--- config.mk ---
export PLATFORM = sky130hd
export DESIGN_NAME = jmr_core
export DESIGN_NICKNAME = d
export VERILOG_FILES = /design/src/verilog/jmr_pkg.sv /design/src/verilog/jmr_mem_if.sv /design/src/verilog/jmr_dmem.sv /design/src/verilog/jmr_core.sv
export SDC_FILE = /design/constraint.sdc
export NUM_CORES = 1
export LEC_CHECK = 0
export ABC_AREA = 1
export BUFFER_PORTS_ARGS = -buffer_cell sky130_fd_sc_hd__buf_2
export CORE_MARGIN = 8
export CORE_UTILIZATION = 40
export CTS_CLUSTER_SIZE = 20
export DETAILED_ROUTE_END_ITERATION = 6
export PLACE_DENSITY = 0.62
export SLEW_MARGIN = 20
export SYNTH_ARGS = -nofsm -noshare
export SYNTH_HDL_FRONTEND = slang
export SYNTH_SLANG_ARGS = --single-unit
--- constraint.sdc ---
create_clock -name i_core_clk -period 21.4 [get_ports i_core_clk]
set_input_delay 1.07 -clock i_core_clk [delete_from_list [all_inputs] [get_ports i_core_clk]]
set_output_delay 1.07 -clock i_core_clk [all_outputs]
set_load 0.02 [all_outputs]
--- src/verilog/jmr_pkg.sv ---
// Package for the jump, move and return execution block.
// Holds instruction encodings, field positions, widths and reset values.
// Assumes nothing of its surroundings; imported by scope only.
`default_nettype none
package jmr_pkg;
  // Widths
  localparam int unsigned INSTR_W   = 14;  // Instruction word width
  localparam int unsigned PC_W      = 11;  // Program counter width
  localparam int unsigned DATA_W    = 8;   // Data path width
  localparam int unsigned ADDR_W    = 7;   // Data location address width
  localparam int unsigned STACK_D   = 8;   // Default stack depth
  // Field positions
  localparam int unsigned DEST_BIT  = 7;   // Destination select bit
  localparam int unsigned OP_HI     = 13;  // Top bit of opcode fields
  localparam int unsigned OP3_LO    = 11;  // Low bit of 3-bit jump opcode
  localparam int unsigned OP6_LO    = 8;   // Low bit of 6-bit literal opcode
  localparam int unsigned OP7_LO    = 7;   // Low bit of 7-bit store opcode
  // Opcode values
  localparam logic [2:0] OP_LONG_JUMP   = 3'h5;   // Long jump, 11-bit target
  localparam logic [2:0] OP_CALL        = 3'h4;   // Subroutine call
  localparam logic [5:0] OP_LOAD_LIT    = 6'h30;  // Load literal into working
  localparam logic [5:0] OP_RET_LIT     = 6'h31;  // Return with literal
  localparam logic [5:0] OP_MOVE_LOC    = 6'h08;  // Move location, d in bit 7
  localparam logic [6:0] OP_STORE_WORK  = 7'h01;  // Store working to location
  localparam logic [13:0] INSTR_NOP     = 14'h0000; // No operation
  // Reset values
  localparam logic [10:0] PC_RST   = 11'h000;  // Program counter at reset
  localparam logic [7:0]  WORK_RST = 8'h00;    // Working register at reset
  localparam logic        ZERO_RST = 1'b0;     // Zero flag at reset
  // Decoded operation classes
  typedef enum logic [2:0] {
    JMR_OP_NOP   = 3'b000,
    JMR_OP_JUMP  = 3'b001,
    JMR_OP_CALL  = 3'b010,
    JMR_OP_LIT   = 3'b011,
    JMR_OP_RET   = 3'b100,
    JMR_OP_STORE = 3'b101,
    JMR_OP_MOVE  = 3'b110
  } jmr_op_t;
endpackage
`default_nettype wire

--- src/verilog/jmr_mem_if.sv ---
// Interface between the execution core and its data memory.
// Assumes both ends share the core clock.
`default_nettype none
interface jmr_mem_if;
  logic [6:0] rd_addr;  // Read address, data returns next cycle
  logic [7:0] rd_data;  // Registered read data
  logic       wr_en;    // Write strobe
  logic [6:0] wr_addr;  // Write address
  logic [7:0] wr_data;  // Write data
  modport ctrl (output rd_addr, output wr_en, output wr_addr, output wr_data,
                input rd_data);
  modport mem  (input rd_addr, input wr_en, input wr_addr, input wr_data,
                output rd_data);
endinterface
`default_nettype wire

--- src/verilog/jmr_dmem.sv ---
// Data memory of 128 locations with registered read data.
// Assumes core clock; a read and write to the same address return old data.
`default_nettype none
module jmr_dmem #(
  parameter int unsigned DEPTH = 128  // Number of locations
) (
  input  wire logic i_core_clk,  // Core clock
  jmr_mem_if.mem    mem          // Port to the core
);
  logic [7:0] store_r [DEPTH];  // Location array

  // Write port
  always_ff @(posedge i_core_clk) begin
    if (mem.wr_en) begin
      store_r[mem.wr_addr] <= mem.wr_data;
    end
  end

  // Registered read port
  always_ff @(posedge i_core_clk) begin
    mem.rd_data <= store_r[mem.rd_addr];
  end
endmodule
`default_nettype wire

--- src/verilog/jmr_core.sv ---
// Execution core for long jump, call, literal load, store, move, nop, return.
// Assumes program memory returns i_instr for o_pc in the same cycle.
//
// Contract
// [RL1] Long jump loads 11-bit target into counter
// [RL2] Long jump: two cycles, flags untouched
// [RL3] Load literal writes working register, one cycle
// [RL4] Store copies working register to location
// [RL5] Move sends location to working or back
// [RL6] Move updates zero flag from moved value
// [RL7] No-operation only advances program counter
// [RL8] Return loads literal and pops counter together
// [RL9] Return: two cycles, pointer down, flags untouched
// [RL10] Call pushes address after the call
// [RL11] Transfers discard prefetch, execute no-operation
`default_nettype none
module jmr_core #(
  parameter int unsigned STACK_DEPTH = jmr_pkg::STACK_D  // Stack entries
) (
  input  wire logic        i_core_clk,  // Core clock, 25 MHz
  input  wire logic        i_rst_n,     // Asynchronous reset, active low
  input  wire logic [13:0] i_instr,     // Fetched instruction at o_pc
  output var  logic [10:0] o_pc,        // Fetch address
  output var  logic [7:0]  o_working,   // Working register
  output var  logic        o_zero,      // Zero flag
  output var  logic [2:0]  o_sp         // Stack pointer
);
  localparam int unsigned SP_W = $clog2(STACK_DEPTH);  // Pointer width

  jmr_mem_if mem_bus ();  // Data memory link

  logic [13:0]      instr_r;               // Instruction being executed
  logic [10:0]      pc_r;                  // Program counter
  logic [7:0]       work_r;                // Working register
  logic             zero_r;                // Zero flag
  logic [SP_W-1:0]  sp_r;                  // Stack pointer
  logic [10:0]      stack_r [STACK_DEPTH]; // Return address stack
  logic             fwd_hit_r;             // Last write hit the read address
  logic [7:0]       fwd_data_r;            // Data of that write
  jmr_pkg::jmr_op_t op;                    // Decoded class
  logic [7:0]       loc_val;               // Location value seen now
  logic [SP_W-1:0]  sp_dec;                // Pointer after pop

  // Decode an instruction word into its class
  function automatic jmr_pkg::jmr_op_t decode(input logic [13:0] w);
    if (w[jmr_pkg::OP_HI:jmr_pkg::OP3_LO] == jmr_pkg::OP_LONG_JUMP) begin
      return jmr_pkg::JMR_OP_JUMP;
    end else if (w[jmr_pkg::OP_HI:jmr_pkg::OP3_LO] == jmr_pkg::OP_CALL) begin
      return jmr_pkg::JMR_OP_CALL;
    end else if (w[jmr_pkg::OP_HI:jmr_pkg::OP6_LO] == jmr_pkg::OP_LOAD_LIT) begin
      return jmr_pkg::JMR_OP_LIT;
    end else if (w[jmr_pkg::OP_HI:jmr_pkg::OP6_LO] == jmr_pkg::OP_RET_LIT) begin
      return jmr_pkg::JMR_OP_RET;
    end else if (w[jmr_pkg::OP_HI:jmr_pkg::OP6_LO] == jmr_pkg::OP_MOVE_LOC) begin
      return jmr_pkg::JMR_OP_MOVE;
    end else if (w[jmr_pkg::OP_HI:jmr_pkg::OP7_LO] == jmr_pkg::OP_STORE_WORK) begin
      return jmr_pkg::JMR_OP_STORE;
    end
    // Unknown codes behave as no-operation
    return jmr_pkg::JMR_OP_NOP;
  endfunction

  jmr_dmem #(
    .DEPTH (128)
  ) u_dmem (
    .i_core_clk (i_core_clk),
    .mem        (mem_bus.mem)
  );

  assign op     = decode(instr_r);
  assign sp_dec = sp_r - SP_W'(1);

  // Read address comes from the prefetched word so data is ready at execute
  assign mem_bus.rd_addr = i_instr[6:0];
  assign loc_val = fwd_hit_r ? fwd_data_r : mem_bus.rd_data;

  // Data memory writes: store and move back to location
  always_comb begin
    mem_bus.wr_addr = instr_r[6:0];
    mem_bus.wr_en   = 1'b0;
    mem_bus.wr_data = work_r;
    if (op == jmr_pkg::JMR_OP_STORE) begin
      mem_bus.wr_en = 1'b1;  // RL4
    end else if (op == jmr_pkg::JMR_OP_MOVE && instr_r[jmr_pkg::DEST_BIT]) begin
      mem_bus.wr_en   = 1'b1;  // RL5
      mem_bus.wr_data = loc_val;
    end
  end

  // Forward a write that lands on the address now being read
  always_ff @(posedge i_core_clk or negedge i_rst_n) begin
    if (!i_rst_n) begin
      fwd_hit_r  <= 1'b0;
      fwd_data_r <= 8'h00;
    end else begin
      fwd_hit_r  <= mem_bus.wr_en && (mem_bus.wr_addr == mem_bus.rd_addr);
      fwd_data_r <= mem_bus.wr_data;
    end
  end

  // Program counter and instruction register
  always_ff @(posedge i_core_clk or negedge i_rst_n) begin
    if (!i_rst_n) begin
      pc_r    <= jmr_pkg::PC_RST;
      instr_r <= jmr_pkg::INSTR_NOP;
    end else begin
      unique case (op)
        jmr_pkg::JMR_OP_JUMP, jmr_pkg::JMR_OP_CALL: begin
          pc_r    <= instr_r[10:0];  // RL1
          instr_r <= jmr_pkg::INSTR_NOP;  // RL11
        end
        jmr_pkg::JMR_OP_RET: begin
          pc_r    <= stack_r[sp_dec];  // RL8
          instr_r <= jmr_pkg::INSTR_NOP;  // RL9
        end
        default: begin
          pc_r    <= pc_r + 11'h001;  // RL7
          instr_r <= i_instr;
        end
      endcase
    end
  end

  // Return stack and its pointer
  always_ff @(posedge i_core_clk or negedge i_rst_n) begin
    if (!i_rst_n) begin
      sp_r <= '0;
    end else if (op == jmr_pkg::JMR_OP_CALL) begin
      sp_r <= sp_r + SP_W'(1);
    end else if (op == jmr_pkg::JMR_OP_RET) begin
      sp_r <= sp_dec;  // RL9
    end
  end

  // Push: pc_r already points past the call
  always_ff @(posedge i_core_clk) begin
    if (op == jmr_pkg::JMR_OP_CALL) begin
      stack_r[sp_r] <= pc_r;  // RL10
    end
  end

  // Working register
  always_ff @(posedge i_core_clk or negedge i_rst_n) begin
    if (!i_rst_n) begin
      work_r <= jmr_pkg::WORK_RST;
    end else if (op == jmr_pkg::JMR_OP_LIT || op == jmr_pkg::JMR_OP_RET) begin
      work_r <= instr_r[7:0];  // RL3 RL8
    end else if (op == jmr_pkg::JMR_OP_MOVE && !instr_r[jmr_pkg::DEST_BIT]) begin
      work_r <= loc_val;  // RL5
    end
  end

  // Zero flag, only move touches it
  always_ff @(posedge i_core_clk or negedge i_rst_n) begin
    if (!i_rst_n) begin
      zero_r <= jmr_pkg::ZERO_RST;
    end else if (op == jmr_pkg::JMR_OP_MOVE) begin
      zero_r <= (loc_val == 8'h00);  // RL6
    end
    // Jump and return leave it alone: RL2
  end

  // Outputs straight from registers
  assign o_pc      = pc_r;
  assign o_working = work_r;
  assign o_zero    = zero_r;
  assign o_sp      = 3'(sp_r);
endmodule
`default_nettype wire

==> results.txt, run 1 <==
Delay contributed by the slowest stage of the critical path - 860 ps
Area growth from synthesis to final layout - 10.1%
Slew @ Worst Pin - 1120 ps
Routed Antenna Nets - 0
H-tree levels - 3
Router iterations before antenna repair - 7
Number of enable-type register cells in the synthesized netlist - 1112
CTS clock-pin slew for the worst setup and hold paths - 60 ps
Synthesized netlist cell count - 4088
Final worst hold slack - 483 ps
Cell type with the highest occurrence count on the critical path - sky130_fd_sc_hd__nand2_1
DRC violation count after routing - 0
Overall power after layout - 5800 µW
Synth cell types - 40
Pwr/cell area - 110 mW/mm²
1st-iter DRT viols - 3828
Maximum vdd drop - 0.0744 mV
Cts bufs inserted - 116
Worst slew slack as a fraction of its limit - 25.6%
Post-CTS setup buffer count - 0
Fraction of synthesis flops using an asynchronous set or reset pin - 3.95%
Die outline area - 0.131 mm²
Die outline width - 362 µm
Total global routing track utilization - 18.7%
Final-stage net count - 4048
Maximum number of pins on one net before global-route repair - 274
Total Neg Setup Slack - 0 ps
Post-DR vias/cell - 5.44
Fraction of final layout cells sized beyond drive strength 1 - 6.72%
Critical Path End Type - flip-flop
Syn avg cell area - 11.7 µm²
Cts hold-fix bufs - 0
Boundary Pins - 39
Commonest cells after routing, fill and taps aside - sky130_fd_sc_hd__nand2_1 (1348), sky130_fd_sc_hd__edfxtp_1 (1112), sky130_fd_sc_hd__nand3_1 (960)
Final Skew - 22.3 ps
Vias in the first global route - 29700
Unrepaired setup endpoints after global routing - no
Most frequent standard cell in the layout excluding fill and tap cells - sky130_fd_sc_hd__nand2_1
Ordered list of cells on the worst path - buf_8, inv_16, buf_4, buf_4, nand2_1, nand3_1, nand3_1, nand3_1, nand2_1, nand2_1, nand3_1, nand2_1, nand2_1, nand2_1
Category of the worst setup path launch point - input port
Number of gates given a new drive strength after cts - 0
Final slew viol count - 0
Type of the worst setup path - in2reg
Largest cells by area after synthesis - sky130_fd_sc_hd__edfxtp_1 (70%), sky130_fd_sc_hd__nand2_1 (11%), sky130_fd_sc_hd__nand3_1 (10%), sky130_fd_sc_hd__dfrtp_1 (2.4%), sky130_fd_sc_hd__buf_2 (1.4%)
Area after detailed placement - 0.0490 mm²
Via total after detailed routing - 31200
Max-cap check violation count - 0
Buffers on Ports - 38
Top cell type's share of synthesized area - 69.7%
Last weighted congestion value of the routability-driven placer - 0.854
Static power due to leakage - 0.0186 µW
Post-Syn Nets - 4107
Clock sink count - 1166
Detailed-route wire length per cell - 22.0 µm
Number of inserted filler cells in the final layout - 10800
Number of failing setup endpoints in the final timing report - 0
Run status - completed
Synthesized cell area - 0.0479 mm²
Remaining Overflow, GRT - 0
Height of the chip - 362 µm
Fin. Hold Viols - 0
Predominant post-synthesis flop cell - sky130_fd_sc_hd__edfxtp_1
Worst EP required - 22030 ps
Maximum number of buffers from clock root to sink - 3
Timing-limited maximum frequency - 225 MHz
Number of register bits inferred by synthesis - 1166
Clock period minus worst slack - 4440 ps
Clock tree from TritonCTS - built
Antenna violations before repair - 0
Tightest Hold Check Type - in2async
First-pass GRT wire length - 190000 µm
Clock latency of the later-clocked register in the worst-skew pair - 710 ps
Wire length after detailed routing - 126000 µm
Tcrit/Tclk final - 20.8%
HPWL Detailed - 70300 µm
Post-synthesis cell type with the largest combined area - sky130_fd_sc_hd__edfxtp_1
Register area share after synthesis - 72.4%
Core area - 0.119 mm²
Slowest cell on the critical path - sky130_fd_sc_hd__buf_4
Worst Path Arrival - 5070 ps
Root buffer cell - sky130_fd_sc_hd__clkbuf_16
Initial Util - 40.2%
Crit path max fanout - 273
Yosys warnings - 0
Final design area excluding fillers - 0.0527 mm²
Number of rows in the core area - 127
==> layer usage <==
layer / up-vias / global-route usage, % / wire length [µm] / share of wire, %
li1: 14300 / - / - / -
met3: 252 / 3.08 / 9780 / 7.7
met1: 15400 / 25.9 / 53000 / 42
met2: 1338 / 30.0 / 59400 / 47
met5: - / 0 / 0 / 0
met4: 0 / 6.38 / 4240 / 3.3
==> registers in the layout, indices dropped and copies added (netlist names) <==
register and count:
stack_r 88, o_zero 1, u_dmem.mem.rd_data 8, u_dmem.store_r 1024
o_pc 11, fwd_data_r 8, o_sp 3, fwd_hit_r 1
instr_r 14, o_working 8
==> worst max-delay path, delay by kind of cell <==
kind | cells | cell delay, ps
and+or+nand+nor | 10 | 930
buffers and inverters | 4 | 2680
==> worst paths after layout <==
kind | to | startpoint | cells past startpoint | slack, ps
max | u_dmem.mem.rd_data[1] | i_instr[0] | 14 | 16960
min in group i_core_clk | o_zero | o_zero | 2 | 490
max reg2reg | o_pc[0] | o_sp[0] | 9 | 17310
max in group asynchronous | o_pc[9] | i_rst_n | 2 | 20450
min | o_pc[6] | i_rst_n | 2 | 480
min reg2reg | o_zero | o_zero | 2 | 490
==> stage by stage <==
| stage | instances | util, % | setup slack [ps] |
|---|---|---|---|
| finish | 5737 | 44.2 | 16960 |
| CTS | 5736 | 44.2 | 17130 |
| global placement | 5523 | 41.1 | 16470 |
| global route | 5736 | 44.2 | 16690 |
| detailed placement | 5523 | 41.1 | 16410 |
| floorplan | 4088 | - | 14220 |
==> power by group <==
| group | internal, µW | switching (µW) | total (µW) |
|---|---|---|---|
| Combinational | 173 | 721 | 894 |
| Sequential | 2860 | 60.2 | 2920 |
| Clock | 1120 | 864 | 1990 |
==> Yosys cell counts, types with 3 or more instances <==
cell type and n:
sky130_fd_sc_hd__clkinv_1 3, sky130_fd_sc_hd__ha_1 3, sky130_fd_sc_hd__nand2_2 7, sky130_fd_sc_hd__nand3_1 960, sky130_fd_sc_hd__buf_2 135, sky130_fd_sc_hd__buf_6 49, sky130_fd_sc_hd__edfxtp_1 1112, sky130_fd_sc_hd__xnor2_1 8
sky130_fd_sc_hd__nor3_1 8, sky130_fd_sc_hd__dfrtp_1 46, sky130_fd_sc_hd__clkbuf_1 30, sky130_fd_sc_hd__o211ai_1 9, sky130_fd_sc_hd__o21ai_0 12, sky130_fd_sc_hd__nand2_1 1348, sky130_fd_sc_hd__buf_4 17, sky130_fd_sc_hd__o311ai_0 3
sky130_fd_sc_hd__nor2_1 170, sky130_fd_sc_hd__buf_1 26, sky130_fd_sc_hd__a32oi_1 3, sky130_fd_sc_hd__xor2_1 5, sky130_fd_sc_hd__inv_1 55, sky130_fd_sc_hd__o221ai_1 9, sky130_fd_sc_hd__dfxtp_1 8, sky130_fd_sc_hd__a21oi_1 30
sky130_fd_sc_hd__nand4_1 5, sky130_fd_sc_hd__a32o_1 9
==> final cells by class <==
cell class	instances	area, µm²	share of cell area (%)
sequential	1166	34700	65.8
multi-input combinational	2604	11500	21.9
clock buffer	155	3150	5.98
tap	1612	2020	3.82
clock inverter	58	542	1.03
timing repair buffer	80	539	1.02
inverter	61	256	0.486
antenna	1	2.50	0.00474
==> cells by family after synthesis <==
kind of cell    after synthesis  synth area share [%]
xor+xnor                     13                 0.238
simple gates               2507                  22.3
buf+inv                     318                  3.75
compound gates               77                  1.08
mux                           4                0.0888
flops                      1166                  72.4
fa+ha+maj                     3                0.0783
(Power assumes the default switching activity.)
==> run 2, diff against run 1 <==
--- a/config.mk
+++ b/config.mk
@@ -5,13 +5,13 @@
 export SDC_FILE = /design/constraint.sdc
 export NUM_CORES = 1
 export LEC_CHECK = 0
-export ABC_AREA = 1
+export ABC_AREA = 0
 export BUFFER_PORTS_ARGS = -buffer_cell sky130_fd_sc_hd__buf_2
 export CORE_MARGIN = 8
 export CORE_UTILIZATION = 40
 export CTS_CLUSTER_SIZE = 20
 export DETAILED_ROUTE_END_ITERATION = 6
-export PLACE_DENSITY = 0.62
+export PLACE_DENSITY = 0.64
 export SLEW_MARGIN = 20
 export SYNTH_ARGS = -nofsm -noshare
 export SYNTH_HDL_FRONTEND = slang
==> constraint.sdc (replaced) <==
create_clock -name i_core_clk -period 3.57 [get_ports i_core_clk]
set_input_delay 0.1785 -clock i_core_clk [delete_from_list [all_inputs] [get_ports i_core_clk]]
set_output_delay 0.1785 -clock i_core_clk [all_outputs]
set_load 0.02 [all_outputs]
==> results.txt, run 2 <==
Last weighted congestion value of the routability-driven placer - 0.849 (-0.54%)
Clock sink count - 1166 (unchanged)
Critical Path End Type - flip-flop
Initial Util - 40.2% (+0.094 points)
Static power due to leakage - 0.0169 µW (-9.5%)
Cts bufs inserted - 115 (-0.86%)
Utilization after layout - 46.9% (+2.7 points)
Fin. Hold Viols - 0 (unchanged)
Worst Path Arrival - 3480 ps (-1590 ps)
Yosys warnings - 0 (unchanged)
Slowest cell on the critical path - sky130_fd_sc_hd__o21ai_4
Max FFs per register - 1024 (unchanged)
Tcrit/Tclk final - 85.4%
Largest Register - u_dmem.store_r
Routed Antenna Nets - 0 (unchanged)
Area after detailed placement - 0.0488 mm² (-0.45%)
Maximum vdd drop - 0.417 mV (+460%)
Total global routing track utilization - 16.6% (-2.1 points)
Most repeated cell in the gate-level netlist after synthesis - sky130_fd_sc_hd__edfxtp_1
Buffers on Ports - 38 (unchanged)
Via total after detailed routing - 21500 (-31%)
Max-cap check violation count - 0 (unchanged)
Most frequent standard cell in the layout excluding fill and tap cells - sky130_fd_sc_hd__edfxtp_1
Boundary Pins - 39 (unchanged)
First-pass GRT wire length - 154000 µm (-19%)
Router iterations before antenna repair - 5 (-2)
Largest cells by area after synthesis - sky130_fd_sc_hd__edfxtp_1 (74%), sky130_fd_sc_hd__mux4_2 (18%), sky130_fd_sc_hd__dfrtp_1 (2.5%), sky130_fd_sc_hd__nor2_1 (1.2%), sky130_fd_sc_hd__clkbuf_1 (0.58%)
Commonest cells after routing, fill and taps aside - sky130_fd_sc_hd__edfxtp_1 (1112), sky130_fd_sc_hd__mux4_2 (358), sky130_fd_sc_hd__buf_4 (201)
Category of the worst setup path launch point - flip-flop
Number of rows in the core area - 123 (-3.1%)
Synth cell count leaders - sky130_fd_sc_hd__edfxtp_1 (1112), sky130_fd_sc_hd__mux4_2 (358), sky130_fd_sc_hd__nor2_1 (139)
Die outline width - 352 µm (-2.7%)
Antenna violations before repair - 8 (+8)
# placed instances - 3636 (-34%)
Area growth from synthesis to final layout - 16.6%
Worst slew slack as a fraction of its limit - 23.9% (-1.6 points)
Fraction of synthesis flops using an asynchronous set or reset pin - 3.95% (unchanged)
Height of the chip - 352 µm (-2.7%)
Number of register bits inferred by synthesis - 1166 (unchanged)
Final Skew - 31.9 ps (+9.53 ps)
Ordered list of cells on the worst path - nor4_1, nand4_1, o21ai_4, buf_12
CTS clock-pin slew for the worst setup and hold paths - 60 ps (about the same)
Final-stage net count - 2281 (-44%)
Crit path max fanout - 97 (-64%)
DRC violation count after routing - 0 (unchanged)
Worst EP required - 4000 ps (-18030 ps)
Root buffer cell - sky130_fd_sc_hd__clkbuf_16
Detailed-route wire length per cell - 27.3 µm (+24%)
Final standard cell count with taps included and fillers excluded - 3859 (-33%)
Wire length after detailed routing - 105000 µm (-17%)
Type of the worst setup path - reg2reg
Slew @ Worst Pin - 1140 ps (+20.6 ps)
Synthesized netlist cell count - 1995 (-51%)
Run status - completed
Final slew viol count - 0 (unchanged)
Delay contributed by the slowest stage of the critical path - 960 ps (+100 ps)
Syn avg cell area - 22.7 µm² (+93%)
Number of failing setup endpoints in the final timing report - 0 (unchanged)
Tightest Hold Check Type - in2async
Clock tree from TritonCTS - built
1st-iter DRT viols - 2219 (-42%)
Number of gates given a new drive strength after cts - 0 (unchanged)
Unrepaired setup endpoints after global routing - no
Post-DR vias/cell - 5.58 (+2.5%)
Post-synthesis cell type with the largest combined area - sky130_fd_sc_hd__edfxtp_1
Register area share after synthesis - 76.7% (+4.3 points)
Final design area excluding fillers - 0.0527 mm² (about the same)
Post-Syn Nets - 2014 (-51%)
HPWL Detailed - 67000 µm (-4.7%)
Fraction of final layout cells sized beyond drive strength 1 - 34.4% (+28 points)
Clock period minus worst slack - 3050 ps
Top cell type's share of synthesized area - 73.8% (+4.2 points)
Pwr/cell area - 642 mW/mm² (+480%)
Final worst hold slack - 71.6 ps (-412 ps)
Synth cell types - 39 (-2.5%)
Timing-limited maximum frequency - 328 MHz
H-tree levels - 3 (unchanged)
Remaining Overflow, GRT - 0 (unchanged)
Predominant post-synthesis flop cell - sky130_fd_sc_hd__edfxtp_1
Clock latency of the later-clocked register in the worst-skew pair - 690 ps (-20 ps)
Total Neg Setup Slack - 0 ps (unchanged)
Die outline area - 0.124 mm² (-5.4%)
Vias in the first global route - 22400 (-25%)
Core area - 0.112 mm² (-5.9%)
Maximum number of buffers from clock root to sink - 3 (unchanged)
Regs by FF count - u_dmem.store_r: 1024 flops, stack_r: 88 flops, instr_r: 14 flops
Maximum number of pins on one net before global-route repair - 130 (-53%)
Synthesized cell area - 0.0452 mm² (-5.6%)
Number of enable-type register cells in the synthesized netlist - 1112 (unchanged)
-- run 2: power by group --
part | total (µW) | internal [µW] | switching (µW)
sequential | 17200 | 16900 | 319
combinational | 4480 | 1350 | 3130
clock | 12100 | 7140 | 4980
-- run 2: worst max-delay path: cells and delay by family, from the launching register on --
family / cells / cell delay (ps)
AOI/OAI and AO/OA: 1 / 960
buffers and inverters: 1 / 410
DFF: 1 / 440
and+or+nand+nor: 2 / 850
-- run 2: metal layers --
layer  part of all wire, %  track usage (%)  routed length (µm)  up-vias
met1                    40             22.8               42400    11600
met3                   8.5             4.03                9000      149
li1                      -                -                   -     8926
met5                 0.012                0                  13        -
met2                    49             26.8               51200      869
met4                   2.5             4.45                2630        2
-- run 2: layout make-up --
type / instances / area, µm²
Clock inverter: 66 / 712
Multi-Input combinational cell: 709 / 10100
Antenna cell: 1 / 2.50
Tap cell: 1500 / 1880
Timing Repair Buffer: 265 / 2190
Inverter: 5 / 18.8
Sequential cell: 1166 / 34700
Fill cell: 9105 / 59600
Clock buffer: 147 / 3110
-- run 2: repair_timing --
| item | CTS | global route |
|---|---|---|
| hold buffers | 9 | 0 |
| endpoints found under the hold margin | 61 | 0 |
| setup buffers | 0 | 0 |
-- run 2: through the flow --
| step | setup slack (ps) | total power (µW) |
|---|---|---|
| after floorplan | -1470 | 20100 |
| after global placement | 582 | 21800 |
| after detailed placement | 558 | 22100 |
| after CTS | 538 | 34200 |
| after global routing | 261 | 34900 |
| final | 522 | 33800 |
-- run 2: worst paths after layout --
path	startpoint	to	slack, ps	cells past startpoint
setup / recovery	instr_r[13]	u_dmem.store_r[105][2]	520	4
hold / removal	i_rst_n	instr_r[2]	70	2
setup reg to reg	instr_r[13]	u_dmem.store_r[105][2]	520	4
hold reg to reg	o_zero	o_zero	560	2
max in group asynchronous	i_rst_n	o_sp[0]	3040	2
min in group i_core_clk	i_instr[6]	instr_r[6]	100	2
-- run 2: kinds of logic (layout without fill, tap and decap cells) --
kind of cell	after synthesis	in the layout	synth area share, %
flops	1166	1166	76.7
fa+ha+maj	3	3	0.0830
other cells	0	1	0
simple gates	264	264	2.61
compound gates	34	34	0.512
xor+xnor	18	18	0.349
mux	390	390	18.6
buf+inv	120	483	1.12
